--- config.mk ---
export PLATFORM = sky130hd
export DESIGN_NAME = ccsr_top
export DESIGN_NICKNAME = d
export VERILOG_FILES = /design/src/rtl/ccsr_pkg.sv /design/src/rtl/ccsr_safety_timer.sv /design/src/rtl/ccsr_top.sv
export SDC_FILE = /design/constraint.sdc
export NUM_CORES = 1
export LEC_CHECK = 0
export ABC_AREA = 0
export ABC_CLOCK_PERIOD_IN_PS = 5300
export BUFFER_PORTS_ARGS = -buffer_cell sky130_fd_sc_hd__buf_2
export CAP_MARGIN = 10
export CORE_MARGIN = 5
export CORE_UTILIZATION = 60
export CTS_BUF_LIST = sky130_fd_sc_hd__clkbuf_16
export CTS_CLUSTER_SIZE = 14
export DETAILED_ROUTE_END_ITERATION = 8
export GPL_TIMING_DRIVEN = 1
export PLACE_DENSITY = 0.9
export SYNTH_ARGS = -nofsm -noshare
export SYNTH_HDL_FRONTEND = slang
export SYNTH_SLANG_ARGS = --single-unit
--- constraint.sdc ---
create_clock -name core_clk -period 5.3 [get_ports core_clk]
set_input_delay 0.53 -clock core_clk [delete_from_list [all_inputs] [get_ports core_clk]]
set_output_delay 0.53 -clock core_clk [all_outputs]
set_load 0.1 [all_outputs]
--- src/rtl/ccsr_pkg.sv ---
// What this block does
// - On lockout entry, copy the supply path bit into a latch, then default it.
// - In lockout with a supply present, the latch steers charger and power path.
// - The latch clears to low only when input power is removed.
// - On lockout exit the latch is ignored and the register bit steers again.
// - A current reduction loop starting while no loop is active raises a charger status interrupt.
// - Supplement flag sets above 60 mV battery excess, clears below 20 mV.
// - Supplement flag changes never raise an interrupt.
// - Current scale code selects quarter, half, three quarters or full current.
// - A pack temperature fault freezes safety timers without resetting them; it does not gate charge enable.
// - Toggling supply path or charge run bit restarts timers and clears faults.
// - Termination disable holds the fast charge safety timer in reset.
package ccsr_pkg;

    // Register addresses on the register access port.
    localparam logic [7:0] ADDR_GEN_IO       = 8'h1C;
    localparam logic [7:0] ADDR_CHG_CONTROL  = 8'h1A;
    localparam logic [7:0] ADDR_CHG_STATUS   = 8'h1B;

    // Reset values.
    localparam logic [7:0] RST_CHG_CONTROL   = 8'hD8;
    localparam logic [7:0] RST_GEN_IO        = 8'h00;
    localparam logic       RST_PATH_LATCH    = 1'b0;
    localparam logic [7:0] UNMAPPED_READ     = 8'h00;

    // Charger control field positions.
    localparam int CTL_VOLTAGE_SELECT  = 7;
    localparam int CTL_CHARGE_RUN      = 6;
    localparam int CTL_TERM_DISABLE    = 5;
    localparam int CTL_SCALE_HI        = 4;
    localparam int CTL_SCALE_LO        = 3;
    localparam int CTL_USB_LIMIT       = 2;
    localparam int CTL_INPUT_LIMIT_MAX = 1;
    localparam int CTL_SUPPLY_PATH     = 0;

    // Shared general purpose register: only this bit touches the charger.
    localparam int GEN_IO_VOLTAGE_SAFETY = 4;

    // Charger status field positions.
    localparam int STS_SUPPLEMENT      = 7;
    localparam int STS_SELECTED_INPUT  = 6;
    localparam int STS_CURRENT_REDUCE  = 5;
    localparam int STS_WALL_PRESENT    = 4;
    localparam int STS_USB_PRESENT     = 3;
    localparam int STS_STATE_HI        = 2;
    localparam int STS_STATE_LO        = 1;
    localparam int STS_INPUT_OVP       = 0;

    // Charge state codes reported by the charger core.
    localparam logic [1:0] STATE_FAST      = 2'h2;
    localparam logic [1:0] STATE_PRECHARGE = 2'h3;

    // Supplement hysteresis thresholds, reported by analog comparators.
    localparam int SUPPLEMENT_SET_MV   = 60;
    localparam int SUPPLEMENT_CLEAR_MV = 20;

    // Safety timer time base and limits, counted in timer ticks.
    localparam int TICK_PERIOD_NS      = 1000000;
    localparam int CLK_PERIOD_NS       = 4;
    localparam int TICK_CYCLES         = (TICK_PERIOD_NS + CLK_PERIOD_NS - 1) / CLK_PERIOD_NS;
    localparam int FAST_LIMIT_TICKS    = 1000;
    localparam int PRE_LIMIT_TICKS     = FAST_LIMIT_TICKS / 10;

endpackage : ccsr_pkg

--- src/rtl/ccsr_safety_timer.sv ---
`timescale 1ns/1ps
`default_nettype none
module ccsr_safety_timer #(
    parameter int LIMIT = 1000,
    parameter int WIDTH = 16
) (
    // Clock and reset.
    input  wire logic core_clk,
    input  wire logic rst,
    // Control.
    input  wire logic tick,
    input  wire logic run,
    input  wire logic clear,
    // Status.
    output logic      fault
);

    logic [WIDTH-1:0] count;
    logic [WIDTH-1:0] next_count;
    logic             next_fault;

    // Count ticks while running; a held-off run simply freezes the count.
    always_comb begin
        next_count = count;
        next_fault = fault;
        if (clear) begin
            next_count = '0;
            next_fault = 1'b0;
        end else if (tick && run && !fault) begin
            if (count == WIDTH'(LIMIT - 1)) begin
                next_fault = 1'b1;
            end else begin
                next_count = count + WIDTH'(1);
            end
        end
    end

    // State registers.
    always_ff @(posedge core_clk) begin
        if (rst) begin
            count <= '0;
            fault <= 1'b0;
        end else begin
            count <= next_count;
            fault <= next_fault;
        end
    end

endmodule : ccsr_safety_timer
`default_nettype wire

--- src/rtl/ccsr_top.sv ---
`timescale 1ns/1ps
`default_nettype none
module ccsr_top #(
    parameter int TICK_CYCLES = ccsr_pkg::TICK_CYCLES,
    parameter int FAST_LIMIT  = ccsr_pkg::FAST_LIMIT_TICKS,
    parameter int PRE_LIMIT   = ccsr_pkg::PRE_LIMIT_TICKS
) (
    // Clock and reset.
    input  wire logic       core_clk,
    input  wire logic       rst,
    // Register access port from the serial interface engine.
    input  wire logic [7:0] reg_addr,
    input  wire logic [7:0] reg_wdata,
    input  wire logic       reg_wr,
    input  wire logic       reg_rd,
    output logic      [7:0] reg_rdata,
    // Live charger conditions.
    input  wire logic       undervoltage_lockout,
    input  wire logic       wall_input_present,
    input  wire logic       usb_input_present,
    input  wire logic       usb_selected,
    input  wire logic       dynamic_path_loop,
    input  wire logic       thermal_loop,
    input  wire logic       bat_above_out_set,
    input  wire logic       bat_above_out_clear,
    input  wire logic [1:0] charge_state_code,
    input  wire logic       input_overvoltage_flag,
    input  wire logic       pack_temp_fault,
    // Controls to the charger and power path.
    output logic            supply_path_effective,
    output logic            charge_enable,
    output logic            charge_voltage_high,
    output logic      [2:0] current_quarters,
    output logic            usb_limit_select,
    output logic            input_limit_max,
    output logic            supplement_flag,
    output logic            charger_status_event,
    output logic            precharge_timer_fault,
    output logic            fast_timer_fault,
    output logic      [7:0] general_io_three
);

    logic [7:0]  charger_control_reg;
    logic [7:0]  general_io_three_control;
    logic        supply_path_latch;
    logic        lockout_prev;
    logic        power_prev;
    logic        loop_prev;
    logic [31:0] tick_count;
    logic        tick_half;
    logic        timer_tick;
    logic [7:0]  next_control;
    logic [7:0]  next_gen_io;
    logic        next_latch;
    logic        next_supplement;
    logic [7:0]  next_rdata;
    logic [31:0] next_tick_count;
    logic        next_tick_half;
    logic        next_timer_tick;
    logic        next_event;
    logic        input_power;
    logic        lockout_entry;
    logic        new_cycle;
    logic        suspended;
    logic        current_reduction_flag;
    logic [7:0]  charger_status_reg;

    assign input_power            = wall_input_present | usb_input_present;
    assign lockout_entry          = undervoltage_lockout & ~lockout_prev;
    assign current_reduction_flag = dynamic_path_loop | thermal_loop;

    // Status is assembled from live inputs on every read, never stored.
    // Contents only mean something while an input supply is present.
    always_comb begin
        charger_status_reg                     = 8'h00;
        charger_status_reg[ccsr_pkg::STS_SUPPLEMENT]     = supplement_flag;
        charger_status_reg[ccsr_pkg::STS_SELECTED_INPUT] = usb_selected;
        charger_status_reg[ccsr_pkg::STS_CURRENT_REDUCE] = current_reduction_flag;
        charger_status_reg[ccsr_pkg::STS_WALL_PRESENT]   = wall_input_present;
        charger_status_reg[ccsr_pkg::STS_USB_PRESENT]    = usb_input_present;
        charger_status_reg[ccsr_pkg::STS_STATE_HI]       = charge_state_code[1];
        charger_status_reg[ccsr_pkg::STS_STATE_LO]       = charge_state_code[0];
        charger_status_reg[ccsr_pkg::STS_INPUT_OVP]      = input_overvoltage_flag;
    end

    // Register writes, lockout capture and read data.
    always_comb begin
        next_control = charger_control_reg;
        next_gen_io  = general_io_three_control;
        next_latch   = supply_path_latch;
        next_rdata   = reg_rdata;
        new_cycle    = 1'b0;
        if (reg_wr) begin
            if (reg_addr == ccsr_pkg::ADDR_CHG_CONTROL) begin
                next_control = reg_wdata;
                if ((reg_wdata[ccsr_pkg::CTL_SUPPLY_PATH] != charger_control_reg[ccsr_pkg::CTL_SUPPLY_PATH]) ||
                    (reg_wdata[ccsr_pkg::CTL_CHARGE_RUN] != charger_control_reg[ccsr_pkg::CTL_CHARGE_RUN])) begin
                    new_cycle = 1'b1;
                end
            end else if (reg_addr == ccsr_pkg::ADDR_GEN_IO) begin
                next_gen_io = reg_wdata;
            end
        end
        // Lockout entry wins over a same-cycle write: capture the live bit, then default it.
        if (lockout_entry) begin
            next_latch = charger_control_reg[ccsr_pkg::CTL_SUPPLY_PATH];
            next_control[ccsr_pkg::CTL_SUPPLY_PATH] = ccsr_pkg::RST_CHG_CONTROL[ccsr_pkg::CTL_SUPPLY_PATH];
        end else if (!input_power) begin
            next_latch = ccsr_pkg::RST_PATH_LATCH;
        end
        if (reg_rd) begin
            if (reg_addr == ccsr_pkg::ADDR_CHG_CONTROL) begin
                next_rdata = charger_control_reg;
            end else if (reg_addr == ccsr_pkg::ADDR_CHG_STATUS) begin
                next_rdata = charger_status_reg;
            end else if (reg_addr == ccsr_pkg::ADDR_GEN_IO) begin
                next_rdata = general_io_three_control;
            end else begin
                next_rdata = ccsr_pkg::UNMAPPED_READ;
            end
        end
    end

    // Supplement hysteresis: the comparators carry the 60 mV and 20 mV points.
    always_comb begin
        next_supplement = supplement_flag;
        if (bat_above_out_set) begin
            next_supplement = 1'b1;
        end else if (!bat_above_out_clear) begin
            next_supplement = 1'b0;
        end
    end

    // Only a rising current reduction loop raises the event; supplement has no path here.
    always_comb begin
        next_event = current_reduction_flag & ~loop_prev;
    end

    // Timer time base; with a reduction loop active every other tick is dropped,
    // which stretches the timeout by at most a factor of two.
    always_comb begin
        next_tick_count = tick_count + 32'h0000_0001;
        next_tick_half  = tick_half;
        next_timer_tick = 1'b0;
        if (tick_count == 32'(TICK_CYCLES - 1)) begin
            next_tick_count = 32'h0000_0000;
            next_tick_half  = ~tick_half;
            next_timer_tick = ~current_reduction_flag | tick_half;
        end
    end

    // State registers.
    always_ff @(posedge core_clk) begin
        if (rst) begin
            charger_control_reg      <= ccsr_pkg::RST_CHG_CONTROL;
            general_io_three_control <= ccsr_pkg::RST_GEN_IO;
            supply_path_latch        <= ccsr_pkg::RST_PATH_LATCH;
            reg_rdata                <= 8'h00;
            supplement_flag          <= 1'b0;
            charger_status_event     <= 1'b0;
            lockout_prev             <= 1'b0;
            power_prev               <= 1'b0;
            loop_prev                <= 1'b0;
            tick_count               <= 32'h0000_0000;
            tick_half                <= 1'b0;
            timer_tick               <= 1'b0;
        end else begin
            charger_control_reg      <= next_control;
            general_io_three_control <= next_gen_io;
            supply_path_latch        <= next_latch;
            reg_rdata                <= next_rdata;
            supplement_flag          <= next_supplement;
            charger_status_event     <= next_event;
            lockout_prev             <= undervoltage_lockout;
            power_prev               <= input_power;
            loop_prev                <= current_reduction_flag;
            tick_count               <= next_tick_count;
            tick_half                <= next_tick_half;
            timer_tick               <= next_timer_tick;
        end
    end

    // Latch governs only in lockout with a supply present; otherwise the register bit.
    assign supply_path_effective = (undervoltage_lockout && input_power) ? supply_path_latch
                                 : charger_control_reg[ccsr_pkg::CTL_SUPPLY_PATH];
    assign charge_enable         = charger_control_reg[ccsr_pkg::CTL_CHARGE_RUN];
    // High voltage needs both the select bit low and the safety bit set, so a stray write cannot raise it.
    assign charge_voltage_high   = ~charger_control_reg[ccsr_pkg::CTL_VOLTAGE_SELECT]
                                 & general_io_three_control[ccsr_pkg::GEN_IO_VOLTAGE_SAFETY];
    assign current_quarters      = {1'b0, charger_control_reg[ccsr_pkg::CTL_SCALE_HI:ccsr_pkg::CTL_SCALE_LO]}
                                 + 3'h1;
    assign usb_limit_select      = charger_control_reg[ccsr_pkg::CTL_USB_LIMIT];
    assign input_limit_max       = charger_control_reg[ccsr_pkg::CTL_INPUT_LIMIT_MAX];
    assign general_io_three      = general_io_three_control;

    // Suspend freezes; a new cycle, lockout entry or input power return clears.
    assign suspended = ~charger_control_reg[ccsr_pkg::CTL_CHARGE_RUN] | pack_temp_fault;

    logic timers_clear;
    assign timers_clear = new_cycle | lockout_entry | (input_power & ~power_prev);

    ccsr_safety_timer #(
        .LIMIT (PRE_LIMIT),
        .WIDTH (32)
    ) u_precharge_timer (
        .core_clk (core_clk),
        .rst      (rst),
        .tick     (timer_tick),
        .run      (~suspended && (charge_state_code == ccsr_pkg::STATE_PRECHARGE)),
        .clear    (timers_clear),
        .fault    (precharge_timer_fault)
    );

    ccsr_safety_timer #(
        .LIMIT (FAST_LIMIT),
        .WIDTH (32)
    ) u_fast_timer (
        .core_clk (core_clk),
        .rst      (rst),
        .tick     (timer_tick),
        .run      (~suspended && (charge_state_code == ccsr_pkg::STATE_FAST)),
        .clear    (timers_clear | charger_control_reg[ccsr_pkg::CTL_TERM_DISABLE]),
        .fault    (fast_timer_fault)
    );

endmodule : ccsr_top
`default_nettype wire

## Word level (Yosys, flattened, before mapping)

Cells that the tools add are included.

- Flip-flop bits (word level): 130
- Input port bits: 32
- Output and inout port bits: 28
- Logic and storage cells: 88

- Add/sub/neg operators: 4
- Equal/unequal tests: 12
- Mux-type cells: 11
- Bitwise gates (word level): 23
- Reduce and logical (&&, ||, !) cells: 21

Operators with widths:

| operator | number |
|---|---|
| $add A32 B1 Y32 const B | 3 |
| $eq A32 B10 Y1 const B | 1 |
| $eq A32 B18 Y1 const B | 1 |
| $eq A32 B7 Y1 const B | 1 |
| $eq A8 B5 Y1 const B | 3 |
| $mux W8 | 3 |
| $not A1 Y1 | 12 |
| $reduce_and A2 Y1 | 5 |
| $reduce_or A2 Y1 | 5 |
| $mux W1 | 8 |
| $logic_and A1 B1 Y1 | 7 |
| $or A1 B1 Y1 | 7 |
| $and A1 B1 Y1 | 4 |
| $eq A2 B2 Y1 const B | 2 |
| $add A2 B1 Y3 const B | 1 |
| $reduce_and A3 Y1 | 1 |
| $logic_not A1 Y1 | 2 |
| $ne A1 B1 Y1 | 2 |
| $ne A2 B1 Y1 const B | 1 |
| $ne A2 B2 Y1 const B | 1 |
| $logic_or A1 B1 Y1 | 1 |

## Logic depth before layout (Yosys ltp)

- Depth in word-level cells: 9
- Mapped depth: 9
- Depth with buffers taken out: 6

## By module

Synthesis repeated with hierarchy kept, for this count alone.

- Cells, all modules: 735
- Area total of the unflattened synthesis: 6,329.8 sq um

By module, submodules not included:

| module | instances | cells an instance | area each (sq um) | seq. area each (sq um) |
|---|---|---|---|---|
| ccsr_top | 1 | 340 | 2,989.1 | 1,281.2 |
| ccsr_safety_timer at u_precharge_timer | 1 | 208 | 1,751.7 | 660.6 |
| ccsr_safety_timer at u_fast_timer | 1 | 187 | 1,589.0 | 660.6 |

## Worst setup path before layout

OpenSTA, ideal clock, no wires.

- Path kind: reg-to-reg
- Start point: register charger_control_reg[6]
- End point: register u_precharge_timer.count[31]
- Setup time: 71 ps
- Arrival time: 2,875 ps
- Data required time: 5,229 ps
- Setup slack: 2,355 ps
- Stages on the path, launching flop included: 6
- Buffers on the path: 0
- Period minus slack after synthesis: 2,945 ps
- Cell sequence: dfxtp_1 nand4b_4 or4_4 or4_4 or4_1 a21oi_1

- Longest elaborated chain between the ends: 8
- Elaborated cells between the ends (all ways): 15
- Classes of those cells: eq/ne (1); mux (3); bitwise (5); reduce/logical (6)

RTL lines:

| element | line | RTL |
|---|---|---|
| start, declared | ccsr_top.sv:43 | `logic [7:0] charger_control_reg;` |
| start signal, assigned | ccsr_top.sv:155 | `charger_control_reg <= ccsr_pkg::RST_CHG_CONTROL;` |
| start signal, assigned | ccsr_top.sv:168 | `charger_control_reg <= next_control;` |
| $ne A1 B1 Y1 | ccsr_top.sv:97 | `(reg_wdata[ccsr_pkg::CTL_CHARGE_RUN] != charger_control_reg[ccsr_pkg::CTL_CHARGE_RUN])) begin` |
| $logic_or A1 B1 Y1 | ccsr_top.sv:96 | `if ((reg_wdata[ccsr_pkg::CTL_SUPPLY_PATH] != charger_control_reg[ccsr_pkg::CTL_SUPPLY_PATH]) \|\|` |
| $mux W1 | ccsr_top.sv:96 |  |
| $mux W1 | ccsr_top.sv:94 | `if (reg_addr == ccsr_pkg::ADDR_CHG_CONTROL) begin` |
| $mux W1 | ccsr_top.sv:93 | `if (reg_wr) begin` |
| $or A1 B1 Y1 (2 in a row) | ccsr_top.sv:200 | `assign timers_clear = new_cycle \| lockout_entry \| (input_power & ~power_prev);` |
| $reduce_or A2 Y1 (no source line) | - |  |
| end signal, assigned | ccsr_safety_timer.sv:44 | `count <= next_count;` |
| end, declared | ccsr_safety_timer.sv:18 | `logic [WIDTH-1:0] count;` |

Parallel ways exist; a longest one is shown, timed or not.
A chain may end at the register's enable or synchronous reset.

## Worst setup path after layout

- Start point: input port reg_addr[5]
- End point: register u_fast_timer.count[14]

- Longest elaborated chain between the ends: 7

RTL lines:

| element | line | RTL |
|---|---|---|
| start, declared | ccsr_top.sv:12 | `input wire logic [7:0] reg_addr,` |
| $eq A8 B5 Y1 | ccsr_top.sv:94 |  |
| $mux W1 | ccsr_top.sv:94 |  |
| $mux W1 | ccsr_top.sv:93 |  |
| $or A1 B1 Y1 (2 in a row) | ccsr_top.sv:200 |  |
| $or A1 B1 Y1 | ccsr_top.sv:222 | `.clear (timers_clear \| charger_control_reg[ccsr_pkg::CTL_TERM_DISABLE]),` |
| $reduce_or A2 Y1 (no source line) | - |  |
| end signal, assigned | ccsr_safety_timer.sv:44 |  |
| end, declared | ccsr_safety_timer.sv:18 |  |

No other way between the ends.

==> reports/metrics.cfg <==
[global_route]
grt_pass1_vias=5541
grt_overflow=0
grt_pass1_wl_um=26200
gr-usage-all-layers_pct=25.1
grt_max_degree=35
antenna_found_initial=0

[power]
p_int_mw=1.63
p_leak_nw=2.44
comb_power_share_pct=3.1
power.density_nw_per_um2=299
power.switching_mw=0.481
switching_share_pct=22.8
clockPowerShare_pct=50.2
peakVddDrop_uv=270
pwr-share-seq_pct=46.6

[layout]
drive_gt1_share_pct=13.1
area_growth_pct=14.0
nets=807
diodes=0
reg_top3=tick_count (32), u_fast_timer.count (32), u_precharge_timer.count (32)
fillers=746
stdcell_count=920
mostFrequentLayoutCells=dfxtp_1, nor2_1, buf_2, xnor2_1, nor4_1
layout_commonest_cell=dfxtp_1

[status]
outcome=complete, no violations

[clock_tree]
clk_pin_slew_ns=0.06
ctsHtreeMaxLevel=4
clock-sinks=130
numCtsBuffers=17
tritoncts=yes
clock_path_buffers=2
post_cts_buffers=0
cts_resized=0
holdBufCountCts=0
root_buffer=clkbuf_16
clock_latency_ns=0.42

[drt]
wl_per_cell_um=16.5
routed_wl_um=15200
drtAntennaViolNets=0
drt-pass1-iter-count=5
drt_iter0_markers=497
viasPerCell=6.17
drc=0
vias=5677

[setup_path]
worstPathArrival_ns=2.98
reg2reg_depth=5
critical_path_class=primary input to flip-flop
cp-start-kind=primary input
required_ns=5.58
cp-end-kind=flip-flop
critPathMaxStageDelay_ns=0.57
worst_r2r_endpoint=u_precharge_timer.count[29]
reg2reg_slack_ns=2.62
path_cells=buf_2 > nor4b_1 > nand3_1 > o221ai_2 > buf_4 > or2_2 > nor2_1
cp_max_fo=34
rr_startpoint=charger_control_reg[6]
crit_slowest_cell=or2_2

[timing]
slew_headroom_pct=23.4
hold_violations=0
worst_slack_ns=2.60
tightest_slew_ns=1.14
max_freq_mhz=371
rsz0062_at_grt=no
maxSlewViolCount=0
setup_violations=0
finClkSkew_ns=0.00710
tns_ns=0
min_period_ns=2.70
fin_crit_sh_pct=50.9

[yosys]
synth_seq_cells=130
synth-edff-count=0
ys_types=51
synth_fp_nets=764
synthCells=728
avgSynthCellArea_um2=8.50
ys.flop_type=dfxtp_1
synth_area_um2=6190
synthArstFlopShare_pct=0
seq_area_frac_synth_pct=42.0
yosysWarnings=0

[place]
place_congestion=0.878
io_buffers=59
placedCellCount=888
dp.final_hpwl_um=10000
dp_slack_ns=2.20

[floorplanning]
die_h_um=112
rows=37
fp.dieArea_um2=12500
initial_core_util_pct=60.8
die_x_um=112
core_area_um2=10200
io_pins=60

[flow_run]
cap_violations=0

[min_path]
hp-class=primary input to flip-flop
hp-start=bat_above_out_set
hold-path-endpoint=supplement_flag
worstHoldPathCells=3

==> layout make-up <==
class / count / area [um2] / share of cell area [%]
clock buffer: 17 / 425 / 6.03
clock inverter: 15 / 103 / 1.45
inverter: 16 / 60.1 / 0.851
multi-input combinational: 546 / 3400 / 48.1
sequential: 130 / 2600 / 36.9
tap: 136 / 170 / 2.41
timing repair buffer: 60 / 303 / 4.29
==> worst max-delay path: cells and delay by family <==
kind	cells	cell delay, ns
AOI/OAI and AO/OA	1	0.30
and+or+nand+nor	4	1.66
buffers and inverters	2	0.46
==> kinds of logic after synthesis <==
logic type,count (synthesis),share of synthesized area [%]
simple gates,374,32.7
flops,130,42.0
xor+xnor,79,11.2
compound gates,77,8.14
buf+inv,52,3.21
mux,12,1.96
fa+ha+maj,4,0.808
==> cells in the mapped netlist (5+ instances only) <==
library cell,number,share of area (%)
o2bb2ai_1,7,0.99
o21ai_0,14,1.1
and2_1,6,0.61
nor3_1,20,1.6
nor4b_1,11,1.6
a21oi_1,26,2.1
and3_1,9,0.91
and4_1,15,2.1
xnor2_1,49,6.9
nand2b_1,9,0.91
nor2b_1,12,1.2
mux2i_1,11,1.8
or4_1,5,0.61
clkbuf_1,33,2.0
nor4_1,42,4.2
or3_1,9,0.91
dfxtp_1,130,42
inv_1,16,0.97
nand3_1,29,2.3
xor2_1,30,4.2
nor2_1,120,7.3
o211ai_1,10,1.2
nand2_1,32,1.9
nand4_1,36,3.6
==> metrics by stage <==
| step | power (mW) | hold WS, ns | utilization [%] | area [um2] |
|---|---|---|---|---|
| 2_1_floorplan | 1.05 | 0.376 | - | 6190 |
| 3_3_place_gp | 1.07 | 0.386 | 64.1 | 6530 |
| 3_5_place_dp | 1.07 | 0.389 | 64.1 | 6530 |
| 4_1_cts | 2.11 | 0.344 | 69.3 | 7060 |
| 5_1_grt | 2.18 | 0.360 | 69.3 | 7060 |
| 6_report | 2.11 | 0.343 | 69.3 | 7060 |
==> how the worst max path moves through the flow <==
stage	from	endpoint	slack (ns)	depth (start not counted)
global placement	reg_addr[5]	u_fast_timer.count[20]	2.33	7
detailed placement	reg_addr[5]	u_fast_timer.count[17]	2.20	7
floorplan	charger_control_reg[6]	u_precharge_timer.count[31]	2.35	5
CTS	reg_addr[5]	u_fast_timer.count[14]	2.61	7
finish	reg_addr[5]	u_fast_timer.count[14]	2.60	7
global route	reg_addr[5]	u_fast_timer.count[14]	2.35	7
==> power by group through the flow <==
stage	logic [mW]	registers, mW	clock network, mW
2_1_floorplan	0.0326	1.01	0
3_3_place_gp	0.0626	1.01	0
3_5_place_dp	0.0650	1.01	0
4_1_cts	0.0657	0.985	1.06
5_1_grt	0.0720	0.985	1.12
6_report	0.0660	0.985	1.06
==> metal layers <==
layer / global-route usage, % / routed length [um] / vias to the layer above
li1: - / - / 2694
met1: 30.9 / 6220 / 2700
met2: 42.4 / 7700 / 249
met3: 5.65 / 983 / 34
met4: 10.5 / 323 / 0
met5: 0 / 0 / -
No activity file was read; power rests on OpenSTA's default activity.
